$ cat src/spp_pkg.sv
package spp_pkg;

    // Register byte offsets
    localparam logic [7:0] OFS_CTRL_ZERO    = 8'h00;
    localparam logic [7:0] OFS_CTRL_FOUR    = 8'h04;
    localparam logic [7:0] OFS_GLOBAL_BASE  = 8'h08;
    localparam logic [7:0] OFS_INT_BASE     = 8'h0c;
    localparam logic [7:0] OFS_LOCAL_TABLE  = 8'h10;
    localparam logic [7:0] OFS_TASK_BLOCK   = 8'h14;
    localparam logic [7:0] OFS_IRQ_STATUS   = 8'h18;
    localparam logic [7:0] OFS_IRQ_MASK     = 8'h1c;
    localparam logic [7:0] OFS_DESC_PROBE   = 8'h20;
    localparam logic [7:0] OFS_DESC_CLASS   = 8'h24;
    localparam logic [7:0] OFS_LAST_VECTOR  = 8'h28;
    localparam logic [7:0] OFS_PHYS_ADDR    = 8'h2c;

    // Control bits
    localparam int         CTRL_ALIGN_MASK_BIT = 18;
    localparam int         CTRL_LARGE_PAGE_BIT = 4;
    localparam logic       RST_ALIGN_MASK      = 1'b0;
    localparam logic       RST_LARGE_PAGE      = 1'b0;
    localparam logic [31:0] RST_WORD           = 32'h0000_0000;

    // Page entry bit positions
    localparam int PG_PRESENT  = 0;
    localparam int PG_WRITABLE = 1;
    localparam int PG_USER     = 2;
    localparam int PG_SIZE_SEL = 7;
    localparam int LARGE_SHIFT = 22;
    localparam int SMALL_SHIFT = 12;

    // Class word bits
    localparam int CLS_W        = 17;
    localparam int CLS_DATA     = 0;
    localparam int CLS_CODE     = 1;
    localparam int CLS_ACCESSED = 2;
    localparam int CLS_WRITABLE = 3;
    localparam int CLS_READABLE = 4;
    localparam int CLS_EXPDOWN  = 5;
    localparam int CLS_CONFORM  = 6;
    localparam int CLS_TASK16   = 7;
    localparam int CLS_TASK32   = 8;
    localparam int CLS_TASKBUSY = 9;
    localparam int CLS_LOCAL    = 10;
    localparam int CLS_CALLGATE = 11;
    localparam int CLS_TASKGATE = 12;
    localparam int CLS_INTGATE  = 13;
    localparam int CLS_TRAPGATE = 14;
    localparam int CLS_RESERVED = 15;
    localparam int CLS_GATE32   = 16;

    // Exception vector numbers
    localparam int VEC_DIVIDE   = 0;
    localparam int VEC_DEBUG    = 1;
    localparam int VEC_NMI      = 2;
    localparam int VEC_BREAK    = 3;
    localparam int VEC_OVERFLOW = 4;
    localparam int VEC_BOUNDS   = 5;
    localparam int VEC_OPCODE   = 6;
    localparam int VEC_NODEVICE = 7;
    localparam int VEC_DOUBLE   = 8;
    localparam int VEC_BADTASK  = 10;
    localparam int VEC_NOTPRES  = 11;
    localparam int VEC_STACK    = 12;
    localparam int VEC_GENPROT  = 13;
    localparam int VEC_PAGE     = 14;
    localparam int VEC_FLOAT    = 16;
    localparam int VEC_ALIGN    = 17;
    localparam logic [31:0] FAULT_SET = 32'h0003_7ce1;
    localparam logic [31:0] VEC_LEGAL = 32'h0003_7dff;

    // Whole state of the checker
    typedef struct packed {
        logic              alignMaskBit;
        logic              largePageEnable;
        logic [31:0]       globalTableBase;
        logic [31:0]       intTableBase;
        logic [31:0]       localTable;
        logic [31:0]       taskStateBlock;
        logic [31:0]       status;
        logic [31:0]       mask;
        logic [31:0]       pending;
        logic [4:0]        descProbe;
        logic              handling;
        logic [2:0]        nmiSync;
        logic              vecValid;
        logic [7:0]        vecNum;
        logic              irq;
        logic [31:0]       physAddr;
        logic              largeTlbSel;
        logic              xlateDone;
        logic              ack;
        logic [31:0]       datOut;
    } spp_state_t;

endpackage : spp_pkg

$ cat src/spp_desc_decode.sv
`timescale 1ns/1ps
module spp_desc_decode
    import spp_pkg::*;
(
    input  wire logic               appDesc,
    input  wire logic [3:0]         typeCode,
    output logic      [CLS_W-1:0]   cls
);

    // Classify one descriptor type code
    always_comb
    begin
        cls = '0;
        if (appDesc)
        begin
            cls[CLS_ACCESSED] = typeCode[0];
            if (!typeCode[3])
            begin
                cls[CLS_DATA]     = 1'b1;
                cls[CLS_WRITABLE] = typeCode[1];
                cls[CLS_EXPDOWN]  = typeCode[2];
            end
            else
            begin
                cls[CLS_CODE]     = 1'b1;
                cls[CLS_READABLE] = typeCode[1];
                cls[CLS_CONFORM]  = typeCode[2];
            end
        end
        else
        begin
            cls[CLS_GATE32] = typeCode[3];
            case (typeCode)
                4'h1: cls[CLS_TASK16] = 1'b1;
                4'h2: cls[CLS_LOCAL] = 1'b1;
                4'h3:
                begin
                    cls[CLS_TASK16]   = 1'b1;
                    cls[CLS_TASKBUSY] = 1'b1;
                end
                4'h9: cls[CLS_TASK32] = 1'b1;
                4'hb:
                begin
                    cls[CLS_TASK32]   = 1'b1;
                    cls[CLS_TASKBUSY] = 1'b1;
                end
                4'h4, 4'hc: cls[CLS_CALLGATE] = 1'b1;
                4'h5: cls[CLS_TASKGATE] = 1'b1;
                4'h6, 4'he: cls[CLS_INTGATE] = 1'b1;
                4'h7, 4'hf: cls[CLS_TRAPGATE] = 1'b1;
                default: cls[CLS_RESERVED] = 1'b1;
            endcase
            // Reserved system types carry no width bit
            cls[CLS_GATE32] = typeCode[3] & ~cls[CLS_RESERVED];
        end
    end

endmodule : spp_desc_decode

$ cat src/spp_protect_check.sv
`timescale 1ns/1ps
module spp_protect_check
    import spp_pkg::*;
(
    input  wire logic          clk,
    input  wire logic          rst,
    input  wire logic          ce,
    // Wishbone slave
    input  wire logic          wbCyc,
    input  wire logic          wbStb,
    input  wire logic          wbWe,
    input  wire logic [7:0]    wbAdr,
    input  wire logic [3:0]    wbSel,
    input  wire logic [31:0]   wbDatI,
    output logic      [31:0]   wbDatO,
    output logic               wbAck,
    // Fault sources from the pipeline
    input  wire logic          divErr,
    input  wire logic          debugEvt,
    input  wire logic          nmiPin,
    input  wire logic          breakInstr,
    input  wire logic          overflowInstr,
    input  wire logic          boundsFail,
    input  wire logic          badOpcode,
    input  wire logic          coprocessorOpcode,
    input  wire logic          fpError,
    input  wire logic          unalignedRef,
    input  wire logic          alignCheckFlag,
    input  wire logic          genProtReq,
    input  wire logic          handlerDone,
    // Segment load and task switch checks
    input  wire logic          segLoad,
    input  wire logic          segApp,
    input  wire logic [3:0]    segType,
    input  wire logic          segPresent,
    input  wire logic          segIsStack,
    input  wire logic          stackLimitViol,
    input  wire logic          taskSwitch,
    input  wire logic [3:0]    taskType,
    // Page translation
    input  wire logic          xlateReq,
    input  wire logic [31:0]   linearAddr,
    input  wire logic [31:0]   directoryEntry,
    input  wire logic [31:0]   tableEntry,
    input  wire logic          writeAccess,
    input  wire logic          userAccess,
    output logic      [31:0]   physAddr,
    output logic               largeTlbSel,
    output logic               xlateDone,
    // Table pointers and exception dispatch
    output logic      [31:0]   globalTableBase,
    output logic      [31:0]   intTableBase,
    output logic      [31:0]   localTable,
    output logic      [31:0]   taskStateBlock,
    output logic               vecValid,
    output logic      [7:0]    vecNum,
    output logic               irq
);

    spp_state_t s;
    spp_state_t next_s;

    logic [CLS_W-1:0] cls [3];
    logic [3:0]       decType [3];
    logic             decApp [3];

    // Decoder sources
    assign decType[0] = s.descProbe[3:0];
    assign decApp[0]  = s.descProbe[4];
    assign decType[1] = segType;
    assign decApp[1]  = segApp;
    assign decType[2] = taskType;
    assign decApp[2]  = 1'b0;

    // One type decoder per descriptor source
    generate
        for (genvar g = 0; g < 3; g++)
        begin : gDec
            spp_desc_decode uDec (
                .appDesc  (decApp[g]),
                .typeCode (decType[g]),
                .cls      (cls[g])
            );
        end
    endgenerate

    // Byte-lane merge of a write
    function automatic logic [31:0] laneMerge(
        input logic [31:0] oldVal,
        input logic [31:0] newVal,
        input logic [3:0]  sel
    );
        logic [31:0] r;
        r = oldVal;
        for (int b = 0; b < 4; b++)
        begin
            if (sel[b])
                r[b*8 +: 8] = newVal[b*8 +: 8];
        end
        return r;
    endfunction : laneMerge

    // Next-state logic
    always_comb
    begin
        logic [31:0] ev;
        logic [31:0] cand;
        logic [31:0] wr;
        logic [31:0] clr;
        logic [31:0] perm;
        logic        busWrite;
        logic        newReq;
        logic        largePath;
        logic        pgFault;
        logic        found;
        logic [4:0]  pick;
        ev        = '0;
        cand      = '0;
        wr        = '0;
        clr       = '0;
        perm      = '0;
        busWrite  = 1'b0;
        newReq    = 1'b0;
        largePath = 1'b0;
        pgFault   = 1'b0;
        found     = 1'b0;
        pick      = '0;
        next_s    = s;

        // Pin sync
        next_s.nmiSync = {s.nmiSync[1:0], nmiPin};

        // Simple condition inputs
        ev[VEC_DIVIDE]   = divErr;
        ev[VEC_DEBUG]    = debugEvt;
        ev[VEC_NMI]      = s.nmiSync[1] & ~s.nmiSync[2];
        ev[VEC_BREAK]    = breakInstr;
        ev[VEC_OVERFLOW] = overflowInstr;
        ev[VEC_BOUNDS]   = boundsFail;
        ev[VEC_OPCODE]   = badOpcode;
        ev[VEC_NODEVICE] = coprocessorOpcode;
        ev[VEC_FLOAT]    = fpError;
        ev[VEC_ALIGN]    = unalignedRef & alignCheckFlag & s.alignMaskBit;
        ev[VEC_GENPROT]  = genProtReq;
        ev[VEC_STACK]    = stackLimitViol;

        // Segment load checks
        if (segLoad)
        begin
            if (!segPresent)
            begin
                if (segIsStack)
                    ev[VEC_STACK] = 1'b1;
                else
                    ev[VEC_NOTPRES] = 1'b1;
            end
            else if (!segApp || cls[1][CLS_RESERVED])
                ev[VEC_GENPROT] = 1'b1;
            else if (segIsStack && !cls[1][CLS_WRITABLE])
                ev[VEC_GENPROT] = 1'b1;
            else if (cls[1][CLS_CODE] && !cls[1][CLS_READABLE])
                ev[VEC_GENPROT] = 1'b1;
        end

        // Task switch target must be a task block
        if (taskSwitch && !(cls[2][CLS_TASK16] | cls[2][CLS_TASK32]))
            ev[VEC_BADTASK] = 1'b1;

        // Page translation
        next_s.xlateDone = 1'b0;
        if (xlateReq)
        begin
            largePath = s.largePageEnable & directoryEntry[PG_SIZE_SEL];
            perm = largePath ? directoryEntry : (directoryEntry & tableEntry);
            if (!directoryEntry[PG_PRESENT])
                pgFault = 1'b1;
            else if (!largePath && !tableEntry[PG_PRESENT])
                pgFault = 1'b1;
            else if (userAccess && !perm[PG_USER])
                pgFault = 1'b1;
            else if (userAccess && writeAccess && !perm[PG_WRITABLE])
                pgFault = 1'b1;
            ev[VEC_PAGE] = pgFault;
            if (!pgFault)
            begin
                next_s.xlateDone   = 1'b1;
                next_s.largeTlbSel = largePath;
                if (largePath)
                    next_s.physAddr = {directoryEntry[31:LARGE_SHIFT],
                                       linearAddr[LARGE_SHIFT-1:0]};
                else
                    next_s.physAddr = {tableEntry[31:SMALL_SHIFT],
                                       linearAddr[SMALL_SHIFT-1:0]};
            end
        end

        // Dispatch one vector per cycle, lowest number first
        ev   = ev & VEC_LEGAL;
        cand = s.pending | ev;
        next_s.vecValid = 1'b0;
        if (s.handling && ((cand & FAULT_SET) != '0))
        begin
            next_s.vecValid = 1'b1;
            next_s.vecNum   = 8'(VEC_DOUBLE);
            ev[VEC_DOUBLE]  = 1'b1;
            cand            = cand & ~FAULT_SET;
        end
        else
        begin
            for (int v = 31; v >= 0; v--)
            begin
                if (cand[v])
                begin
                    found = 1'b1;
                    pick  = 5'(v);
                end
            end
            if (found)
            begin
                next_s.vecValid = 1'b1;
                next_s.vecNum   = {3'h0, pick};
                cand[pick]      = 1'b0;
                if (FAULT_SET[pick])
                    next_s.handling = 1'b1;
            end
        end
        next_s.pending = cand;
        if (handlerDone && !next_s.vecValid)
            next_s.handling = 1'b0;

        // Wishbone: answer one cycle after the request
        newReq       = wbCyc & wbStb & ~s.ack;
        busWrite     = wbCyc & wbStb & wbWe & s.ack;
        next_s.ack   = newReq;
        wr           = laneMerge(RST_WORD, wbDatI, wbSel);
        if (newReq && !wbWe)
        begin
            case (wbAdr)
                OFS_CTRL_ZERO:   next_s.datOut = 32'(s.alignMaskBit) << CTRL_ALIGN_MASK_BIT;
                OFS_CTRL_FOUR:   next_s.datOut = 32'(s.largePageEnable) << CTRL_LARGE_PAGE_BIT;
                OFS_GLOBAL_BASE: next_s.datOut = s.globalTableBase;
                OFS_INT_BASE:    next_s.datOut = s.intTableBase;
                OFS_LOCAL_TABLE: next_s.datOut = s.localTable;
                OFS_TASK_BLOCK:  next_s.datOut = s.taskStateBlock;
                OFS_IRQ_STATUS:  next_s.datOut = s.status;
                OFS_IRQ_MASK:    next_s.datOut = s.mask;
                OFS_DESC_PROBE:  next_s.datOut = {27'h0, s.descProbe};
                OFS_DESC_CLASS:  next_s.datOut = {15'h0, cls[0]};
                OFS_LAST_VECTOR: next_s.datOut = {23'h0, s.handling, s.vecNum};
                OFS_PHYS_ADDR:   next_s.datOut = s.physAddr;
                default:         next_s.datOut = RST_WORD;
            endcase
        end

        // Writes land one cycle after ack
        if (busWrite)
        begin
            case (wbAdr)
                OFS_CTRL_ZERO:
                    if (wbSel[CTRL_ALIGN_MASK_BIT/8])
                        next_s.alignMaskBit = wbDatI[CTRL_ALIGN_MASK_BIT];
                OFS_CTRL_FOUR:
                    if (wbSel[CTRL_LARGE_PAGE_BIT/8])
                        next_s.largePageEnable = wbDatI[CTRL_LARGE_PAGE_BIT];
                OFS_GLOBAL_BASE:
                    next_s.globalTableBase = laneMerge(s.globalTableBase, wbDatI, wbSel);
                OFS_INT_BASE:
                    next_s.intTableBase = laneMerge(s.intTableBase, wbDatI, wbSel);
                OFS_LOCAL_TABLE:
                    next_s.localTable = laneMerge(s.localTable, wbDatI, wbSel);
                OFS_TASK_BLOCK:
                    next_s.taskStateBlock = laneMerge(s.taskStateBlock, wbDatI, wbSel);
                OFS_IRQ_STATUS:  clr = wr;
                OFS_IRQ_MASK:    next_s.mask = laneMerge(s.mask, wbDatI, wbSel) & VEC_LEGAL;
                OFS_DESC_PROBE:
                    if (wbSel[0])
                        next_s.descProbe = wbDatI[4:0];
                default: ;
            endcase
        end

        // Sticky status, a new event beats the clear
        next_s.status = ((s.status & ~clr) | ev) & VEC_LEGAL;
        next_s.irq    = (next_s.status & next_s.mask) != '0;
    end

    // State register
    always_ff @(posedge clk or posedge rst)
    begin
        if (rst)
        begin
            s                 <= '0;
            s.alignMaskBit    <= RST_ALIGN_MASK;
            s.largePageEnable <= RST_LARGE_PAGE;
        end
        else if (ce)
        begin
            s <= next_s;
        end
    end

    // Registered outputs
    assign wbDatO          = s.datOut;
    assign wbAck           = s.ack;
    assign physAddr        = s.physAddr;
    assign largeTlbSel     = s.largeTlbSel;
    assign xlateDone       = s.xlateDone;
    assign globalTableBase = s.globalTableBase;
    assign intTableBase    = s.intTableBase;
    assign localTable      = s.localTable;
    assign taskStateBlock  = s.taskStateBlock;
    assign vecValid        = s.vecValid;
    assign vecNum          = s.vecNum;
    assign irq             = s.irq;

endmodule : spp_protect_check

$ cat config.mk
export PLATFORM = sky130hd
export DESIGN_NAME = spp_protect_check
export DESIGN_NICKNAME = d
export VERILOG_FILES = /design/src/spp_pkg.sv /design/src/spp_desc_decode.sv /design/src/spp_protect_check.sv
export SDC_FILE = /design/constraint.sdc
export NUM_CORES = 1
export LEC_CHECK = 0
export ABC_AREA = 1
export BUFFER_PORTS_ARGS = -buffer_cell sky130_fd_sc_hd__buf_2
export CORE_ASPECT_RATIO = 0.5
export CORE_MARGIN = 4
export CORE_UTILIZATION = 58
export CTS_BUF_LIST = sky130_fd_sc_hd__clkbuf_4 sky130_fd_sc_hd__clkbuf_8 sky130_fd_sc_hd__clkbuf_16
export CTS_CLUSTER_DIAMETER = 150
export DETAILED_ROUTE_END_ITERATION = 7
export MAX_ROUTING_LAYER = met4
export PLACE_DENSITY = 0.93
export SLEW_MARGIN = 20
export SYNTH_ARGS = -nofsm -noshare
export SYNTH_HDL_FRONTEND = slang
export SYNTH_SLANG_ARGS = --single-unit
$ cat constraint.sdc
create_clock -name clk -period 29.2 [get_ports clk]
set_input_delay 7.3 -clock clk [delete_from_list [all_inputs] [get_ports clk]]
set_output_delay 7.3 -clock clk [all_outputs]
set_load 0.05 [all_outputs]
==> run summary, run 1 <==
Clk_skew: 0.0283 ns
Cell Pwr Density: 57.2 mW/mm2
Die W: 232 um
CP Launch Type: input pin
Grt met3 use: 5.76%
Final #Nets: 2,096
Cell count after synthesis: 1,810
Slowest stage cell, crit path: nor2_1
DIE AREA: 0.0278 mm2
RD Place Congestion: 0.952
Post-synth EDFFs: 0
CP max FO: 20
Most used routing layer: met2
Final Max Slew Viols: 0
Routed Antenna Nets: 0
Leak: 8.31 nW
CTS tree: built
Total GRT Usage: 31.8%
Total negative setup slack: 0 ns
Reg2Reg Setup Slack: 25.40 ns
Synth Flop Type: dfrtp_1
Setup slack at placement: 18.51 ns
Fillers: 1,964
Final count of negative-setup-slack endpoints: 0
Top Ports: 381
Syn-to-layout area delta: 9.28%
Vias: 13,200
Worst Path Required: 29.64 ns
Clock root buffer: clkbuf_16
Final Hold Vio Count: 0
RSZ-0062 raised after global routing: no
DRT Wirelength: 44,200 um
Buffers on Ports: 336
Clock Path Buffers: 3
GR Layer Usage met2: 50.0%
TritonCTS Buffers: 25
Largest net degree at the start of global routing: 141
Reg clk slew, reported paths: 0.07 ns
Worst hold path type: register to register
Relative slew slack: 26.8%
CTS resizes: 0
Clock sinks: 277
Initial DRT Pass Iterations: 7
CP cell instances: buf_2 -> nor2_1 -> inv_1 -> nor3_2 -> inv_1 -> nor2_1 -> inv_1 -> o21ai_0 -> inv_1 -> o21ai_0 -> nand2_1 -> a211oi_1 -> nand4_1 -> o21ai_1 -> nand2_1
Final min period: 10.21 ns
Starting density of the core: 59.7%
Initial antenna violation count: 7
Arrival time worst endpoint: 10.65 ns
Share of cells above drive strength 1: 22.0%
Outcome: finished clean
Final WS setup: 18.99 ns
Worst setup endpoint: irq
Drt via density: 5.78
Max stage delay on crit path: 0.69 ns
Worst Setup End Kind: register
Sequential area share after synthesis: 47.7%
Die H: 120 um
Vias in the first global route: 12,500
Crit. Startpoint: wbAdr[7]
FP Rows: 40
DPL Wire Length: 31,700 um
Core area: 0.0243 mm2
Worst-Margin Slew: 1.09 ns
# hold bufs at CTS: 0
DRT iter0 DRCs: 1,395
Synth cell types: 43
Critical path's most frequent cell: inv_1
Setup Fix Bufs, Post-CTS: 0
Post-Syn Area: 0.0145 mm2
Worst r2r src: s[310]
Later-pin clock latency in the skew report: 0.56 ns
Post-synth ARST share: 100%
Most frequent cells in the layout: nand2_1 (488), buf_2 (336), dfrtp_1 (277), o21ai_0 (239), inv_1 (171)
H-tree Lvls: 1
Synth Warn #: 0
Period utilisation layout: 35.0%
Routed len/inst: 19.4 um
Grt total ovfl: 0
Register bit count reported by yosys: 277
Kind of critical path: input pin to register
Reg2reg end: s[95]
M1 GR Usage: 40.5%
Peak Freq: 0.0979 GHz
Syn avg cell area: 8.03 um2
Worst-case reg-to-reg path depth: 21
VDD IR max: 0.0352 mV
First-pass GRT wire length: 68,100 um
Residual DRC count: 0
Max-Cap Viols: 0
Commonest non-fill, non-tap cell in the layout: nand2_1
[Yosys cell counts (2+ instances only)]
cell type,instances,area share [%]
clkbuf_1,59,1.5
o22ai_1,24,1.0
clkinv_1,2,0.052
o21ai_1,7,0.24
o32ai_1,2,0.12
a21oi_1,25,0.86
nor2_4,3,0.23
a22o_1,9,0.54
a221oi_1,36,2.2
o21ai_0,239,8.2
o31ai_1,8,0.41
nand2_2,5,0.22
buf_4,200,10
nor4_1,6,0.26
buf_1,6,0.16
dfrtp_1,277,48
inv_2,11,0.28
o21bai_1,6,0.31
nand3_1,43,1.5
a211oi_1,4,0.21
a21o_1,4,0.21
nor3_1,24,0.83
inv_1,172,4.4
nor3_2,2,0.14
nand2_4,2,0.16
nor2_1,83,2.1
nand4_1,13,0.56
nand2_1,488,13
a31oi_1,28,1.2
o211ai_1,9,0.47
[layer usage]
metal,part of all wire [%],routed length (um),vias up
li1,-,-,5975
met1,38,17000,6270
met2,47,20600,756
met3,8.9,3950,194
met4,6.0,2650,0
met5,0,0,-
[layout make-up]
cell class / count / area [um2] / share of cell area, %
Antenna cell: 7 / 17.5 / 0.110
Clock buffer: 34 / 712 / 4.48
Clock inverter: 11 / 144 / 0.906
Inverter: 185 / 702 / 4.42
Multi-Input combinational cell: 1085 / 5190 / 32.7
Sequential cell: 277 / 6930 / 43.7
Tap cell: 336 / 420 / 2.65
Timing Repair Buffer: 346 / 1760 / 11.1
[critical path, delay by kind of cell]
family | cells | cell delay, ns
and+or+nand+nor | 6 | 1.41
AOI/OAI and AO/OA | 4 | 0.95
buffers and inverters | 5 | 0.97
[through the flow]
| stage | area, um2 | std cells | hold slack [ns] | power [W] | util, % |
|---|---|---|---|---|---|
| detailed placement | 15000 | 2229 | 0.460 | 0.000565 | 61.7 |
| floorplan | 14500 | 1812 | 0.442 | 0.000537 | - |
| global placement | 15000 | 2229 | 0.456 | 0.000562 | 61.7 |
| CTS | 15900 | 2274 | 0.476 | 0.000910 | 65.2 |
| global route | 15900 | 2281 | 0.494 | 0.000940 | 65.3 |
| finish | 15900 | 2281 | 0.475 | 0.000909 | 65.3 |
[report_power, final]
group | leakage [nW] | internal [W] | switching (W)
Clock | 0.428 | 0.000199 | 0.000151
Sequential | 3.69 | 0.000404 | 0.0000174
Combinational | 4.19 | 0.0000338 | 0.000104
Total | 8.31 | 0.000637 | 0.000272
[kinds of logic (layout without fill, tap and decap cells)]
| logic type | after synthesis | after routing | share of synthesized area, % |
|---|---|---|---|
| buffers and inverters | 450 | 576 | 16.8 |
| other | 1 | 10 | 0.0258 |
| flip-flops | 277 | 277 | 47.7 |
| AO/OA/AOI/OAI | 409 | 409 | 16.7 |
| AND/OR/NAND/NOR | 673 | 673 | 18.8 |
[how the worst min path moves through the flow]
| stage | endpoint | from | slack [ns] | depth (start not counted) |
|---|---|---|---|---|
| after floorplan | next_s[78] | next_s[78] | 0.44 | 2 |
| after detailed placement | wbDatO[15] | wbDatO[15] | 0.46 | 2 |
| after CTS | wbDatO[16] | wbDatO[16] | 0.48 | 1 |
| after global placement | wbDatO[16] | wbDatO[16] | 0.46 | 1 |
| final | wbDatO[16] | wbDatO[16] | 0.47 | 1 |
| after global routing | wbDatO[16] | wbDatO[16] | 0.49 | 1 |
[registers in the layout, summed over array words and instances, names as in the netlist, 2 cells and up]
signal / cells
decType: 4
vecNum: 5
taskStateBlock: 32
s: 68
localTable: 32
next_s: 2
globalTableBase: 32
intTableBase: 32
physAddr: 32
wbDatO: 32
No activity file was read; power rests on OpenSTA's default activity.
==> inputs of run 2 (changes only) <==
- CORE_UTILIZATION: 58 -> 48
- PLACE_DENSITY: 0.93 -> 0.83
- clock period: 29.2 -> 8.66 ns (I/O delays scaled with it)
==> run 2 against run 1 <==
  * Global-route usage fell by 4.9 points
  * Final cell count is 2.2% higher
  * Design area grew 0.73%
  * First-iteration DRC count decreased by 2.8%
  * Core utilization decreased by 11 points
  * Critical path type unchanged
  * Clock skew down 0.011 ns
  * Worst setup slack lost 15 ns
==> run summary, run 2 (synthesis results as in run 1) <==
Sequential group share of total power: 46.3% (was 46.4%)
Clock Path Buffers: 3 (unchanged)
Sw frac: 29.8% (was 29.9%)
Worst Path Required: 9.09 ns (was 29.64 ns)
FP Rows: 44 (was 40)
Commonest non-fill, non-tap cell in the layout: nand2_1 (unchanged)
Placed inst area: 0.0151 mm2 (was 0.0150 mm2)
Total GRT Usage: 26.9% (was 31.8%)
Clock sinks: 277 (unchanged)
Gate power share: 15.1% (about the same)
Fillers: 2,742 (was 1,964)
Grt total ovfl: 0 (unchanged)
CTS resizes: 0 (unchanged)
Drt via density: 5.55 (was 5.78)
RSZ-0062 raised after global routing: no (unchanged)
Clock root buffer: clkbuf_16 (unchanged)
DIE AREA: 0.0333 mm2 (was 0.0278 mm2)
Largest net degree at the start of global routing: 146 (was 141)
GR Layer Usage met2: 44.3% (was 50.0%)
CTS tree: built (unchanged)
CP Launch Type: input pin (unchanged)
Worst-Margin Slew: 1.17 ns (was 1.09 ns)
Initial DRT Pass Iterations: 8 (was 7)
Worst hold path type: register to register (unchanged)
First-pass GRT wire length: 67,400 um (was 68,100 um)
Cell-internal power: 0.00217 W (was 0.000637 W)
# hold bufs at CTS: 0 (unchanged)
Arrival time worst endpoint: 5.52 ns (was 10.65 ns)
RD Place Congestion: 0.957 (was 0.952)
Die H: 131 um (was 120 um)
Grt met3 use: 4.00% (was 5.76%)
Syn-to-layout area delta: 10.1% (was 9.28%)
Period utilisation layout: 58.8%
Max stage delay on crit path: 0.43 ns (was 0.69 ns)
Vias in the first global route: 11,800 (was 12,500)
Kind of critical path: input pin to register (unchanged)
Most frequent cells in the layout: nand2_1 (488), buf_2 (336), dfrtp_1 (277), o21ai_0 (239), inv_1 (171) (unchanged)
M1 GR Usage: 33.9% (was 40.5%)
Biggest register: s (unchanged)
Vias: 12,900 (was 13,200)
Critical path's most frequent cell: inv_2 (was inv_1)
Util after Layout: 54.4% (was 65.3%)
Final min period: 5.09 ns
CP max FO: 23 (was 20)
Critical path's top delay family: simple AND/OR/NAND/NOR gates (unchanged)
Later-pin clock latency in the skew report: 0.55 ns (was 0.56 ns)
Cell area after layout: 0.0160 mm2 (was 0.0159 mm2)
DRT iter0 DRCs: 1,356 (was 1,395)
Final Max Slew Viols: 0 (unchanged)
Top Ports: 381 (unchanged)
Share of cells above drive strength 1: 21.9% (was 22.0%)
Setup Fix Bufs, Post-CTS: 0 (unchanged)
Non-filler cells, final: 2,332 (was 2,281)
Clock power share: 38.6% (was 38.4%)
Placed cell count: 2,285 (was 2,229)
Final Hold Vio Count: 0 (unchanged)
Max-Cap Viols: 0 (unchanged)
Slowest stage cell, crit path: inv_2 (was nor2_1)
TritonCTS Buffers: 26 (was 25)
Core area: 0.0294 mm2 (was 0.0243 mm2)
Overall power: 0.00309 W (was 0.000909 W)
Initial antenna violation count: 4 (was 7)
Max FFs per register: 68 (unchanged)
Outcome: finished clean (unchanged)
Relative slew slack: 21.9% (was 26.8%)
Reg clk slew, reported paths: 0.06 ns (was 0.07 ns)
Clk_skew: 0.0169 ns (was 0.0283 ns)
H-tree Lvls: 1 (unchanged)
Final #Nets: 2,098 (was 2,096)
Buffers on Ports: 336 (unchanged)
Starting density of the core: 49.4% (was 59.7%)
Peak Freq: 0.197 GHz
VDD IR max: 0.135 mV (was 0.0352 mV)
Residual DRC count: 0 (unchanged)
Leak: 8.32 nW (was 8.31 nW)
Worst Setup End Kind: register (unchanged)
Die W: 254 um (was 232 um)
CP cell instances: buf_2 -> nand2_2 -> inv_2 -> o21ai_1 -> nand2_1 -> o2111ai_1 -> nand2_1 -> nand2_1 -> inv_2 -> nand2_1 -> inv_2 -> nand2_2 -> inv_2 -> a31oi_4 -> nor2_4 -> inv_2 -> nor2_2 -> inv_2 -> nor2_4 -> nand3_1 -> o21ai_0 -> inv_1 (was buf_2 -> nor2_1 -> inv_1 -> nor3_2 -> inv_1 -> nor2_1 -> inv_1 -> o21ai_0 -> inv_1 -> o21ai_0 -> nand2_1 -> a211oi_1 -> nand4_1 -> o21ai_1 -> nand2_1)
Net load switching power: 0.000921 W (was 0.000272 W)
Routed Antenna Nets: 0 (unchanged)
Buf/Inv on CP: 8 (was 5)
DRT Wirelength: 45,300 um (was 44,200 um)
Most used routing layer: met2 (unchanged)
Routed len/inst: 19.4 um (about the same)
Final count of negative-setup-slack endpoints: 0 (unchanged)
Total negative setup slack: 0 ns (unchanged)
DPL Wire Length: 33,800 um (was 31,700 um)
Cell Pwr Density: 193 mW/mm2 (was 57.2 mW/mm2)
==> run 2: cell types whose count changed in the layout (fill, tap and decap cells not counted), sizes merged <==
cell,delta
clkbuf,+1
inv,-2
buf,+1
diode,-3
clkinvlp,+1
clkinv,-2
==> run 2: power by group through the flow <==
stage	registers, W	logic, W	clock network, W
global placement	0.00145	0.000457	0
CTS	0.00143	0.000468	0.00121
detailed placement	0.00145	0.000467	0
finish	0.00143	0.000466	0.00119
global route	0.00144	0.000505	0.00126
floorplan	0.00143	0.000384	0
==> run 2: cell type report <==
| class | instances | area (um2) | share of cell area [%] |
|---|---|---|---|
| timing repair buffer | 347 | 1790 | 11.2 |
| clock buffer | 35 | 743 | 4.65 |
| tap | 391 | 489 | 3.06 |
| antenna | 4 | 10.0 | 0.0626 |
| inverter | 185 | 698 | 4.37 |
| multi-input combinational | 1085 | 5200 | 32.5 |
| sequential | 277 | 6930 | 43.3 |
| clock inverter | 8 | 133 | 0.829 |
==> run 2: path summary, 6_finish.rpt <==
path | startpoint | end | slack [ns] | cells past startpoint
worst max-delay path | directoryEntry[7] | s[106] | 3.57 | 22
worst min-delay path | vecValid | vecValid | 0.47 | 2
worst max register to register | s[310] | s[106] | 4.77 | 21
worst min register to register | vecValid | vecValid | 0.47 | 2
max in group asynchronous | rst | wbDatO[24] | 5.45 | 4
min in group asynchronous | rst | s[90] | 1.59 | 2
==> run 2: metrics by stage <==
step	setup WS, ns	hold WS (ns)
after floorplan	2.83	0.442
after global placement	3.07	0.455
after detailed placement	3.02	0.460
after CTS	3.58	0.477
after global routing	3.21	0.487
final	3.57	0.472
==> run 2: routing by layer <==
layer	up-vias	part of all wire (%)
met5	-	0
met4	0	4.9
met3	137	7.5
met2	646	48
met1	6172	40
li1	5982	-
==> run 2: worst register-to-register path, delay by kind of cell (launching register included) <==
kind	cells	cell delay, ns
buf+inv	7	0.95
compound gates	4	0.78
simple gates	10	1.60
flops	1	0.44
